<file path="src/design/drive_status_consts.svh">
`ifndef DRIVE_STATUS_CONSTS_SVH
`define DRIVE_STATUS_CONSTS_SVH

// Object index of the status word
`define SW_INDEX            16'h6041

// State masks and the values shown under them
`define SW_MASK_WIDE        16'h004F
`define SW_MASK_NARROW      16'h006F
`define SW_VAL_NOT_PREP     16'h0000
`define SW_VAL_DISABLED     16'h0040
`define SW_VAL_PREPARED     16'h0021
`define SW_VAL_SWITCHED_ON  16'h0023
`define SW_VAL_OP_ENABLED   16'h0027
`define SW_VAL_QUICK_STOP   16'h0007
`define SW_VAL_FAULT_LEGACY 16'h000F
`define SW_VAL_FAULT_STD    16'h0008

// Event flag bit positions in the status word
`define SW_BIT_POWER_STAGE  4
`define SW_BIT_WARNING      7
`define SW_BIT_MOTION       8
`define SW_BIT_NET_ENABLE   9
`define SW_BIT_GOAL         10
`define SW_BIT_CUR_LIMIT    11
`define SW_BIT_MODE_ACK     12
`define SW_BIT_TRACK_ERR    13
`define SW_BIT_VENDOR       14
`define SW_BIT_CAPTURE      15

// Compatibility setting bits
`define COMPAT_BIT_POWER    7
`define COMPAT_BIT_FAULT    6

// Control word bit positions
`define CW_BIT_VOLTAGE      1
`define CW_BIT_QSTOP        2
`define CW_BIT_ENABLE_OP    3
`define CW_BIT_FAULT_RST    7

// Reset values
`define SW_RESET_WORD       16'h0000

`endif

</file>
<file path="src/design/drive_status_pkg.sv">
package drive_status_pkg;

	// Gray along not prepared -> disabled -> prepared -> on -> enabled
	typedef enum logic [2:0] {
		not_prepared_state  = 3'h0,
		disabled_state      = 3'h1,
		prepared_state      = 3'h3,
		switched_on_state   = 3'h2,
		op_enabled_state    = 3'h6,
		quick_stop_state    = 3'h7,
		fault_react_state   = 3'h5,
		fault_state         = 3'h4
	} drive_state_t;

	typedef struct packed {
		logic power_stage_on;
		logic warning;
		logic motion_flag;
		logic network_enable;
		logic goal_attained;
		logic current_limit;
		logic mode_ack;
		logic track_error;
		logic vendor_flag;
		logic capture_result;
	} event_flags_t;

	typedef struct packed {
		logic        ack;
		logic        err;
		logic [15:0] data;
	} obj_read_t;

	typedef struct packed {
		drive_state_t state;
		logic         fault_rst_prev;
		logic [15:0]  word;
		obj_read_t    rd;
	} encoder_core_t;

endpackage : drive_status_pkg

</file>
<file path="src/design/drive_status_word_encoder.sv">
// Overview of operation
// RQ1: State is coded jointly in bits 0,1,2,3,5,6, never by one bit.
// RQ2: Under mask 004F show 0000 not prepared, 0040 switch-on disabled.
// RQ3: Under mask 006F show 0021 prepared, 0023 switched on.
// RQ4: Under mask 006F show 0027 enabled, 0007 quick stop.
// RQ5: Legacy mode shows fault reaction and fault both as 000F.
// RQ6: Standard fault option shows fault as 0008 under mask 004F.
// RQ7: Legacy fault indication stays unless the compatibility option changes.
// RQ8: Master ANDs status with state mask before comparing.
// RQ9: Master writes 0006, waits 0021, then writes 000F, waits 0027.
// RQ10: No status bit is latched; each shows the present condition.
// RQ11: Event flags sit at bits 4 and 7 through 15.
// RQ12: Master sends no new state command until the previous one shows.
// RQ13: State bits follow the state register in the same cycle.
`timescale 1ns/10ps
`include "drive_status_consts.svh"

module drive_status_word_encoder (
	// Clock and reset
	input  wire logic                           sys_clk,
	input  wire logic                           rst,
	// Drive control inputs
	input  wire logic [15:0]                    control_word,
	input  wire logic                           init_done,
	input  wire logic                           fault_event,
	input  wire logic                           fault_react_done,
	input  wire logic                           quick_stop_done,
	// Compatibility setting
	input  wire logic [7:0]                     compat_ctrl,
	// Live event conditions
	input  wire drive_status_pkg::event_flags_t events,
	// Object read request
	input  wire logic                           obj_rd_req,
	input  wire logic [15:0]                    obj_index,
	// Object read answer
	output logic                                obj_rd_ack,
	output logic                                obj_rd_err,
	output logic [15:0]                         obj_rd_data,
	// Cyclic process data and state
	output logic [15:0]                         drive_status_word,
	output drive_status_pkg::drive_state_t      drive_state
);

	drive_status_pkg::encoder_core_t core_r;
	drive_status_pkg::encoder_core_t core_nxt;
	// Next state feeds both the state register and the encoder
	drive_status_pkg::drive_state_t  state_nxt;

	logic [15:0] state_bits;
	logic [15:0] word_nxt;
	logic        cmd_shutdown;
	logic        cmd_switch_on;
	logic        cmd_enable_op;
	logic        cmd_disable_op;
	logic        cmd_disable_volt;
	logic        cmd_quick_stop;
	logic        fault_rst_edge;
	logic        fault_std;
	logic        power_std;

	// Legacy forms are the reset default of both compatibility bits,
	// so earlier masters see nothing new unless software opts in
	assign fault_std = compat_ctrl[`COMPAT_BIT_FAULT];         // [RQ7]
	// Bit 4 keeps its inverted sense until bit 7 is set
	assign power_std = compat_ctrl[`COMPAT_BIT_POWER];

	// Command decode from the low control bits
	// Several codes overlap (enable and disable operation are both subsets of switch on);
	// the order of the if chains below decides which one wins
	assign cmd_disable_volt = ~control_word[`CW_BIT_VOLTAGE];
	assign cmd_quick_stop   = control_word[`CW_BIT_VOLTAGE]
	                        & ~control_word[`CW_BIT_QSTOP];
	assign cmd_shutdown     = control_word[2:0] == 3'h6;
	assign cmd_switch_on    = control_word[2:0] == 3'h7;
	assign cmd_enable_op    = cmd_switch_on
	                        & control_word[`CW_BIT_ENABLE_OP];
	assign cmd_disable_op   = cmd_switch_on
	                        & ~control_word[`CW_BIT_ENABLE_OP];
	// Only a rising bit 7 clears a fault, so a master that leaves the
	// bit set cannot keep wiping out a fault that comes back
	assign fault_rst_edge   = control_word[`CW_BIT_FAULT_RST]
	                        & ~core_r.fault_rst_prev;

	// Drive state machine; faults preempt every command
	always_comb begin
		state_nxt = core_r.state;
		unique case (core_r.state)
			drive_status_pkg::not_prepared_state: begin
				if (init_done) begin
					state_nxt = drive_status_pkg::disabled_state;
				end
			end
			drive_status_pkg::disabled_state: begin
				if (cmd_shutdown) begin
					state_nxt = drive_status_pkg::prepared_state;
				end
			end
			drive_status_pkg::prepared_state: begin
				if (cmd_disable_volt || cmd_quick_stop) begin
					state_nxt = drive_status_pkg::disabled_state;
				end else if (cmd_enable_op) begin
					// Switch on and enable taken in one step
					state_nxt = drive_status_pkg::op_enabled_state;
				end else if (cmd_switch_on) begin
					state_nxt = drive_status_pkg::switched_on_state;
				end
			end
			drive_status_pkg::switched_on_state: begin
				if (cmd_disable_volt || cmd_quick_stop) begin
					state_nxt = drive_status_pkg::disabled_state;
				end else if (cmd_shutdown) begin
					state_nxt = drive_status_pkg::prepared_state;
				end else if (cmd_enable_op) begin
					state_nxt = drive_status_pkg::op_enabled_state;
				end
			end
			drive_status_pkg::op_enabled_state: begin
				if (cmd_disable_volt) begin
					state_nxt = drive_status_pkg::disabled_state;
				end else if (cmd_quick_stop) begin
					state_nxt = drive_status_pkg::quick_stop_state;
				end else if (cmd_shutdown) begin
					state_nxt = drive_status_pkg::prepared_state;
				end else if (cmd_disable_op) begin
					state_nxt = drive_status_pkg::switched_on_state;
				end
			end
			drive_status_pkg::quick_stop_state: begin
				// Cutting the voltage ends the stop ramp at once
				if (cmd_disable_volt || quick_stop_done) begin
					state_nxt = drive_status_pkg::disabled_state;
				end
			end
			drive_status_pkg::fault_react_state: begin
				if (fault_react_done) begin
					state_nxt = drive_status_pkg::fault_state;
				end
			end
			drive_status_pkg::fault_state: begin
				// Reset only succeeds once the cause is gone
				if (fault_rst_edge && !fault_event) begin
					state_nxt = drive_status_pkg::disabled_state;
				end
			end
		endcase
		// A fault already being handled does not restart its reaction
		if (fault_event
		    && core_r.state != drive_status_pkg::fault_react_state
		    && core_r.state != drive_status_pkg::fault_state) begin
			state_nxt = drive_status_pkg::fault_react_state;
		end
	end

	// Encoding works on the next state so the word and the state
	// register change on the same edge
	state_bits_encoder u_state_bits (
		.state      (state_nxt),                              // [RQ13]
		.fault_std  (fault_std),
		.state_bits (state_bits)                              // [RQ1]
	);

	// Event flags are taken live each cycle, nothing is held
	// One flop stage on every flag keeps the outputs glitch free; the
	// word lags its inputs by exactly one clock and no more
	always_comb begin
		word_nxt = state_bits;
		word_nxt[`SW_BIT_POWER_STAGE] = power_std
		                              ? events.power_stage_on
		                              : ~events.power_stage_on;  // [RQ11]
		word_nxt[`SW_BIT_WARNING]     = events.warning;         // [RQ11]
		word_nxt[`SW_BIT_MOTION]      = events.motion_flag;     // [RQ11]
		word_nxt[`SW_BIT_NET_ENABLE]  = events.network_enable;  // [RQ11]
		word_nxt[`SW_BIT_GOAL]        = events.goal_attained;   // [RQ11]
		word_nxt[`SW_BIT_CUR_LIMIT]   = events.current_limit;   // [RQ11]
		word_nxt[`SW_BIT_MODE_ACK]    = events.mode_ack;        // [RQ11]
		word_nxt[`SW_BIT_TRACK_ERR]   = events.track_error;     // [RQ11]
		word_nxt[`SW_BIT_VENDOR]      = events.vendor_flag;     // [RQ11]
		word_nxt[`SW_BIT_CAPTURE]     = events.capture_result;  // [RQ11]
	end

	// Next core value
	// The read answer and the cyclic word share one next value, so a
	// read can never return an older word than the process data shows
	always_comb begin
		core_nxt                = core_r;
		core_nxt.state          = state_nxt;
		core_nxt.fault_rst_prev = control_word[`CW_BIT_FAULT_RST];
		core_nxt.word           = word_nxt;                   // [RQ10]
		core_nxt.rd.ack         = obj_rd_req;
		core_nxt.rd.err         = 1'b0;
		core_nxt.rd.data        = 16'h0000;
		if (obj_rd_req) begin
			if (obj_index == `SW_INDEX) begin
				// A read returns the word as it stands now
				core_nxt.rd.data = word_nxt;                  // [RQ10]
			end else begin
				// Refused with an error pulse so no master waits in vain
				core_nxt.rd.err  = 1'b1;
			end
		end
	end

	always_ff @(posedge sys_clk or posedge rst) begin
		if (rst) begin
			core_r.state          <= drive_status_pkg::not_prepared_state;
			core_r.fault_rst_prev <= 1'b0;
			core_r.word           <= `SW_RESET_WORD;
			core_r.rd.ack         <= 1'b0;
			core_r.rd.err         <= 1'b0;
			core_r.rd.data        <= 16'h0000;
		end else begin
			core_r <= core_nxt;
		end
	end

	assign obj_rd_ack        = core_r.rd.ack;
	assign obj_rd_err        = core_r.rd.err;
	assign obj_rd_data       = core_r.rd.data;
	assign drive_status_word = core_r.word;
	assign drive_state       = core_r.state;

endmodule : drive_status_word_encoder

</file>
<file path="src/design/state_bits_encoder.sv">
`timescale 1ns/10ps
`include "drive_status_consts.svh"

module state_bits_encoder (
	// Next drive state, the value the state register takes on the coming edge
	input  wire drive_status_pkg::drive_state_t state,
	// Fault indication select, high for standard form
	input  wire logic                           fault_std,
	// Status word with only bits 0,1,2,3,5,6 populated
	output logic [15:0]                         state_bits
);

	// Don't-care bit 5 is shown as zero wherever it is free
	always_comb begin
		unique case (state)
			drive_status_pkg::not_prepared_state:
				state_bits = `SW_VAL_NOT_PREP;            // [RQ2]
			drive_status_pkg::disabled_state:
				state_bits = `SW_VAL_DISABLED;            // [RQ2]
			drive_status_pkg::prepared_state:
				state_bits = `SW_VAL_PREPARED;            // [RQ3]
			drive_status_pkg::switched_on_state:
				state_bits = `SW_VAL_SWITCHED_ON;         // [RQ3]
			drive_status_pkg::op_enabled_state:
				state_bits = `SW_VAL_OP_ENABLED;          // [RQ4]
			drive_status_pkg::quick_stop_state:
				state_bits = `SW_VAL_QUICK_STOP;          // [RQ4]
			drive_status_pkg::fault_react_state:
				state_bits = `SW_VAL_FAULT_LEGACY;        // [RQ5]
			drive_status_pkg::fault_state: begin
				if (fault_std) begin
					state_bits = `SW_VAL_FAULT_STD;       // [RQ6]
				end else begin
					state_bits = `SW_VAL_FAULT_LEGACY;    // [RQ5]
				end
			end
		endcase
	end

endmodule : state_bits_encoder

</file>
<file path="config.mk">
export PLATFORM = sky130hd
export DESIGN_NAME = drive_status_word_encoder
export DESIGN_NICKNAME = d
export VERILOG_FILES = /design/src/design/drive_status_pkg.sv /design/src/design/drive_status_word_encoder.sv /design/src/design/state_bits_encoder.sv
export VERILOG_INCLUDE_DIRS = /design/src /design/src/design
export SDC_FILE = /design/constraint.sdc
export NUM_CORES = 1
export LEC_CHECK = 0
export BUFFER_PORTS_ARGS = -buffer_cell sky130_fd_sc_hd__buf_2
export CAP_MARGIN = 0
export CELL_PAD_IN_SITES_DETAIL_PLACEMENT = 1
export CELL_PAD_IN_SITES_GLOBAL_PLACEMENT = 1
export CORE_MARGIN = 2
export CORE_UTILIZATION = 32
export CTS_CLUSTER_SIZE = 16
export DETAILED_ROUTE_END_ITERATION = 10
export PLACE_DENSITY = 0.89
export SLEW_MARGIN = 40
export SYNTH_ARGS = -nofsm -noshare
export SYNTH_HDL_FRONTEND = slang
export SYNTH_SLANG_ARGS = --single-unit
</file>
<file path="constraint.sdc">
create_clock -name sys_clk -period 1.8 [get_ports sys_clk]
set_input_delay 0.09 -clock sys_clk [delete_from_list [all_inputs] [get_ports sys_clk]]
set_output_delay 0.09 -clock sys_clk [all_outputs]
set_load 0.01 [all_outputs]
</file>
== Word level (Yosys, flattened, before mapping) ==
Cells that the tools add are included.
Storage, ports and cells
  bits in registers: 38
  input bits: 57
  output and inout bits: 37
  logic and storage cells: 65
Operators by class
  eq/ne operators: 19
  multiplexer cells: 23
  bitwise operators: 9
  reductions and logical operators: 8
Operator list (count)
  7-bit one-hot mux with 8 select lines: 1
  3-bit two-way mux: 17
  3-bit equality test (second input constant): 10
  3-bit one-hot mux with 8 select lines: 1
  17-bit two-way mux: 1
  16-bit by 15-bit equality test with 1-bit output (second input constant): 1
  16-bit two-way mux: 1
  3-bit by 2-bit equality test with 1-bit output (second input constant): 4
  3-bit by 1-bit equality test with 1-bit output (second input constant): 2
  3-bit zero test: 2
  3-bit != test (second input constant): 2
  1-bit NOT: 5
  1-bit bitwise AND: 4
  1-bit logical AND: 3
  1-bit logical OR: 2
  1-bit two-way mux: 2
  1-bit zero test: 1

== Depth between registers and ports, before layout ==
  depth after elaboration: 12
  depth in mapped cells: 7
  mapped depth without buffers: 6

== By module ==
A second synthesis with hierarchy kept.
Unflattened totals
  cells, all modules: 160
  area total of the unflattened synthesis: 1845.5 µm²
Modules (own cells, without submodules)
  drive_status_word_encoder: instances 1, cells each 141, area an instance 1706.6 µm², sequential area each 950.9 µm²
  state_bits_encoder: instances 1, cells each 19, area an instance 138.9 µm², sequential area each 0.0 µm²

== Worst setup path before layout ==
No wires, ideal clock.
  kind: register -> register
  from: register core_r (netlist bit drive_state[2])
  to: register core_r (netlist bit obj_rd_data[6])
  setup time: 0.119 ns
  arrival: 1.355 ns
  data required time: 1.681 ns
  slack: 0.326 ns
  stages on the path, launching flop included: 7
  buffers on the path: 1
  clock period less this slack: 1.474 ns
  path through: dfrtp_1 buf_6 and3_1 a311oi_2 a31oi_1 and3_1 and2_1
RTL lines
  start: declaration: RTL line drive_status_word_encoder.sv:44  | drive_status_pkg::encoder_core_t core_r;
  start signal: assignment: RTL line drive_status_word_encoder.sv:212  | core_r <= core_nxt;

==> results.md <==
* Total core area at 0.005107 mm²
* DR WL/cell at 12.58 µm
* Final setup TNS at 0 ns
* Starting DRT DRC Count at 19
* Post-Syn Nets at 201
* Hold EP: drive_status_word[4]
* Crit path DAT at 1.88 ns
* I/O Buffers at 76
* Worst-path fanout max at 11
* Row count at 26
* Critical path class: register to register
* Hold Startpoint: events[9]
* Fmax at 586.9 MHz
* Crit share post-route at 94.66%
* Slew @ Worst Pin at 0.4512 ns
* Syn Inst Count at 144
* Power share of the clock group at 41.3%
* Initial core utilization at 33.24%
* Multi-input logic area at 427.9 µm²
* Worst path cell trace: and3_1, a311oi_2, a31oi_1, and3_1, and2_1
* DRC viols at 0
* Sw Ratio at 22.38%
* Status: finished, final reports clean
* Post-placement cell count at 255
* VDD IR max at 436.0 µV
* CTS Sinks at 38
* Post-layout min period at 1.704 ns
* Slew Limit Fails at 0
* Post-layout util at 42.33%
* Antenna Nets Post-Route at 0
* Syn Std Cell Area at 0.001698 mm²
* Critical Path Slowest Stage Cell: dfrtp_1
* P_int at 1625 µW
* Max-slew headroom at 69.92%
* Worst hold path depth at 2
* Layout Nets at 261
* Hold slack at 0.01007 ns
* Combinational fraction of design power at 13.8%
* Hold Vio Cnt, Final at 0
* Reg clk slew, reported paths at 0.08 ns
* First-pass GRT wire length at 5713 µm
* Global Route met3 Usage at 3.765%
* Most frequent cell on the critical path: and3_1
* Worst r2r src: drive_state[2]
* CTS max path bufs at 2
* Via count at 1,173
* Global placer's final weighted congestion at 0.7539
* Setup bufs post-CTS at 0
* Final WL at 3460 µm
* CTS Root Cell: clkbuf_8
* Die W at 76.84 µm
* Initial antenna violation count at 0
* Total GRT Usage at 12.74%
* Post-route insts no fill at 275
* Share of cells above drive strength 1 at 47.32%
* RSZ-0062 raised after global routing: no
* Largest net degree at the start of global routing at 39
* Skew final at 0.009556 ns
* FF+latch count, synth at 38
* Clock latency on the worst-skew pair at 0.29 ns
* # H-tree levels at 2
* Die area at 0.005904 mm²
* CTS Buf Count at 5
* Max-cap violations at 0
* Filler cells at 599
* Vias/cell at 4.265
* Element type at the critical path start: register
* GRT overflow at 0
* M2 GR Usage at 22.81%
* Vias in the first global route at 1,246
* Worst R2R End: obj_rd_data[6]
* Syn-to-layout area delta at 27.34%
* Die height at 76.84 µm
* Io pins at 94
* CP Data Required Time at 1.97 ns
* Post-synthesis cell type count at 36
* Final setup violation count at 0
* Dpl hpwl at 2659 µm
* Syn_area_per_cell at 11.79 µm²
* P_sw at 468.7 µW
* FF-to-FF path depth at 5
* Clock tree from TritonCTS: done
* Busiest layer in global routing: met2
* Reg2reg setup slack at 0.1 ns
* Met1 usage at 12.77%
* Hold Crit Class: primary input to register
* Static leakage at 0.001126 µW
* Ant. Diodes at 0
* Initial DRT Pass Iterations at 3
* Crit end category: register
* Seq pwr share at 44.9%
* Pwr dens at 968.6 mW/mm²
* Sequential cell area at 950.9 µm²
* Max incr delay on CP at 0.52 ns
* Seq/Total Area, Yosys at 56.01%
* Yosys warns at 0
[Yosys cell counts]
master    instances  share of area (%)
nor4_1            1               0.37
nor4b_4           1                1.4
inv_2             1               0.22
nor4b_1           2                1.0
nand2b_1          3                1.1
a21oi_1           6                1.8
nor3b_1           3                1.3
and2_1           11                4.1
o21ai_1           1               0.29
a211oi_1          1               0.44
nand3_2           1               0.59
o21ai_2           1               0.52
nor2_1            4               0.88
nand4_1           1               0.37
nor4bb_1          1               0.59
and3_1            2               0.74
nand3_1           1               0.29
nor2b_1           1               0.37
buf_6             2                1.3
clkbuf_1          1               0.22
buf_4            35                 15
or2_1             1               0.37
a31oi_1           2               0.74
o21bai_1          1               0.44
o22ai_1           1               0.37
a21boi_2          1               0.66
o211ai_4          1                1.3
o221ai_2          1               0.88
o21ai_0           1               0.29
a21oi_2           2                1.0
a32oi_1           1               0.52
inv_1             7                1.5
nand2_1           5                1.1
xnor2_1           1               0.52
a311oi_2          1               0.88
dfrtp_1          38                 56
[per-stage QoR]
| step | setup WS (ns) | area, µm² | total power, µW |
|---|---|---|---|
| after floorplan | 0.3255 | 1698 | 1177 |
| after global placement | 0.1812 | 1899 | 1215 |
| after detailed placement | 0.1451 | 1899 | 1228 |
| after CTS | 0.1228 | 2162 | 2123 |
| after global routing | 0.002087 | 2162 | 2189 |
| final | 0.09617 | 2162 | 2094 |
[cell families (layout without fill, tap and decap cells)]
family	count (synthesis)	count (layout)	share of synthesized area [%]
buffers and inverters	46	107	18.79
xor gates and xnor gates	1	1	0.5159
AOI/OAI and AO/OA	21	21	10.10
DFF	38	38	56.01
and+or+nand+nor	38	38	14.59
[cell usage in the layout (no fill, tap or decap), types with 2 or more instances in the layout]
cell type,instances
buf_2,76
dfrtp_1,38
dlygate4sd3_1,12
and2_1,11
inv_1,7
a21oi_1,6
clkbuf_8,6
nand2_1,5
nor2_1,4
nand2b_1,3
nor3b_1,3
buf_4,3
and3_1,2
a31oi_1,2
nor4b_1,2
a21oi_2,2
bufinv_16,2
[how the worst max path moves through the flow]
| stage | from | endpoint | slack [ns] | cells past startpoint |
|---|---|---|---|---|
| 2_1_floorplan | drive_state[2] | obj_rd_data[6] | 0.33 | 6 |
| 3_3_place_gp | drive_state[0] | obj_rd_data[6] | 0.18 | 5 |
| 3_5_place_dp | drive_state[2] | obj_rd_data[6] | 0.15 | 5 |
| 4_1_cts | drive_state[2] | obj_rd_data[6] | 0.12 | 5 |
| 5_1_grt | drive_state[2] | obj_rd_data[6] | 0.002 | 5 |
| 6_report | drive_state[2] | obj_rd_data[6] | 0.1 | 5 |
[state kept, by name (all words and copies together) (netlist names)]
name               count
drive_status_word     16
obj_rd_data           16
drive_state            3
core_r                 1
obj_rd_ack             1
obj_rd_err             1
[timing repair]
action,in CTS,in global routing
gates resized for setup,0,0
endpoints found under the setup margin,0,0
hold buffers,12,0
endpoints found under the hold margin,49,0
[power by group through the flow]
stage / clock network, µW / registers [µW] / logic (µW)
after floorplan: 0 / 931 / 246
after global placement: 0 / 955 / 260
after detailed placement: 0 / 957 / 271
after CTS: 890 / 940 / 293
after global routing: 923 / 948 / 319
final: 866 / 940 / 288
[worst max-delay path: cells and delay by family, from the launching register on]
| family | cells | cell delay [ns] |
|---|---|---|
| simple gates | 3 | 0.60 |
| flops | 1 | 0.52 |
| compound gates | 2 | 0.48 |
[layer usage]
| metal | vias up | share of wire (%) | wire (µm) |
|---|---|---|---|
| met5 | - | 0 | 0 |
| met4 | 0 | 3.0 | 105 |
| met3 | 7 | 6.1 | 212 |
| met2 | 48 | 54 | 1853 |
| met1 | 560 | 37 | 1288 |
| li1 | 558 | - | - |
[layout make-up]
class,instances,area share [%]
inverters,8,1.389
clock buffers,6,3.819
well taps,70,4.051
repair buffers,91,24.19
clock inverters,2,2.778
multi-input cells,60,19.79
flip-flops and latches,38,43.98
Power figures use the tool's default switching activity.
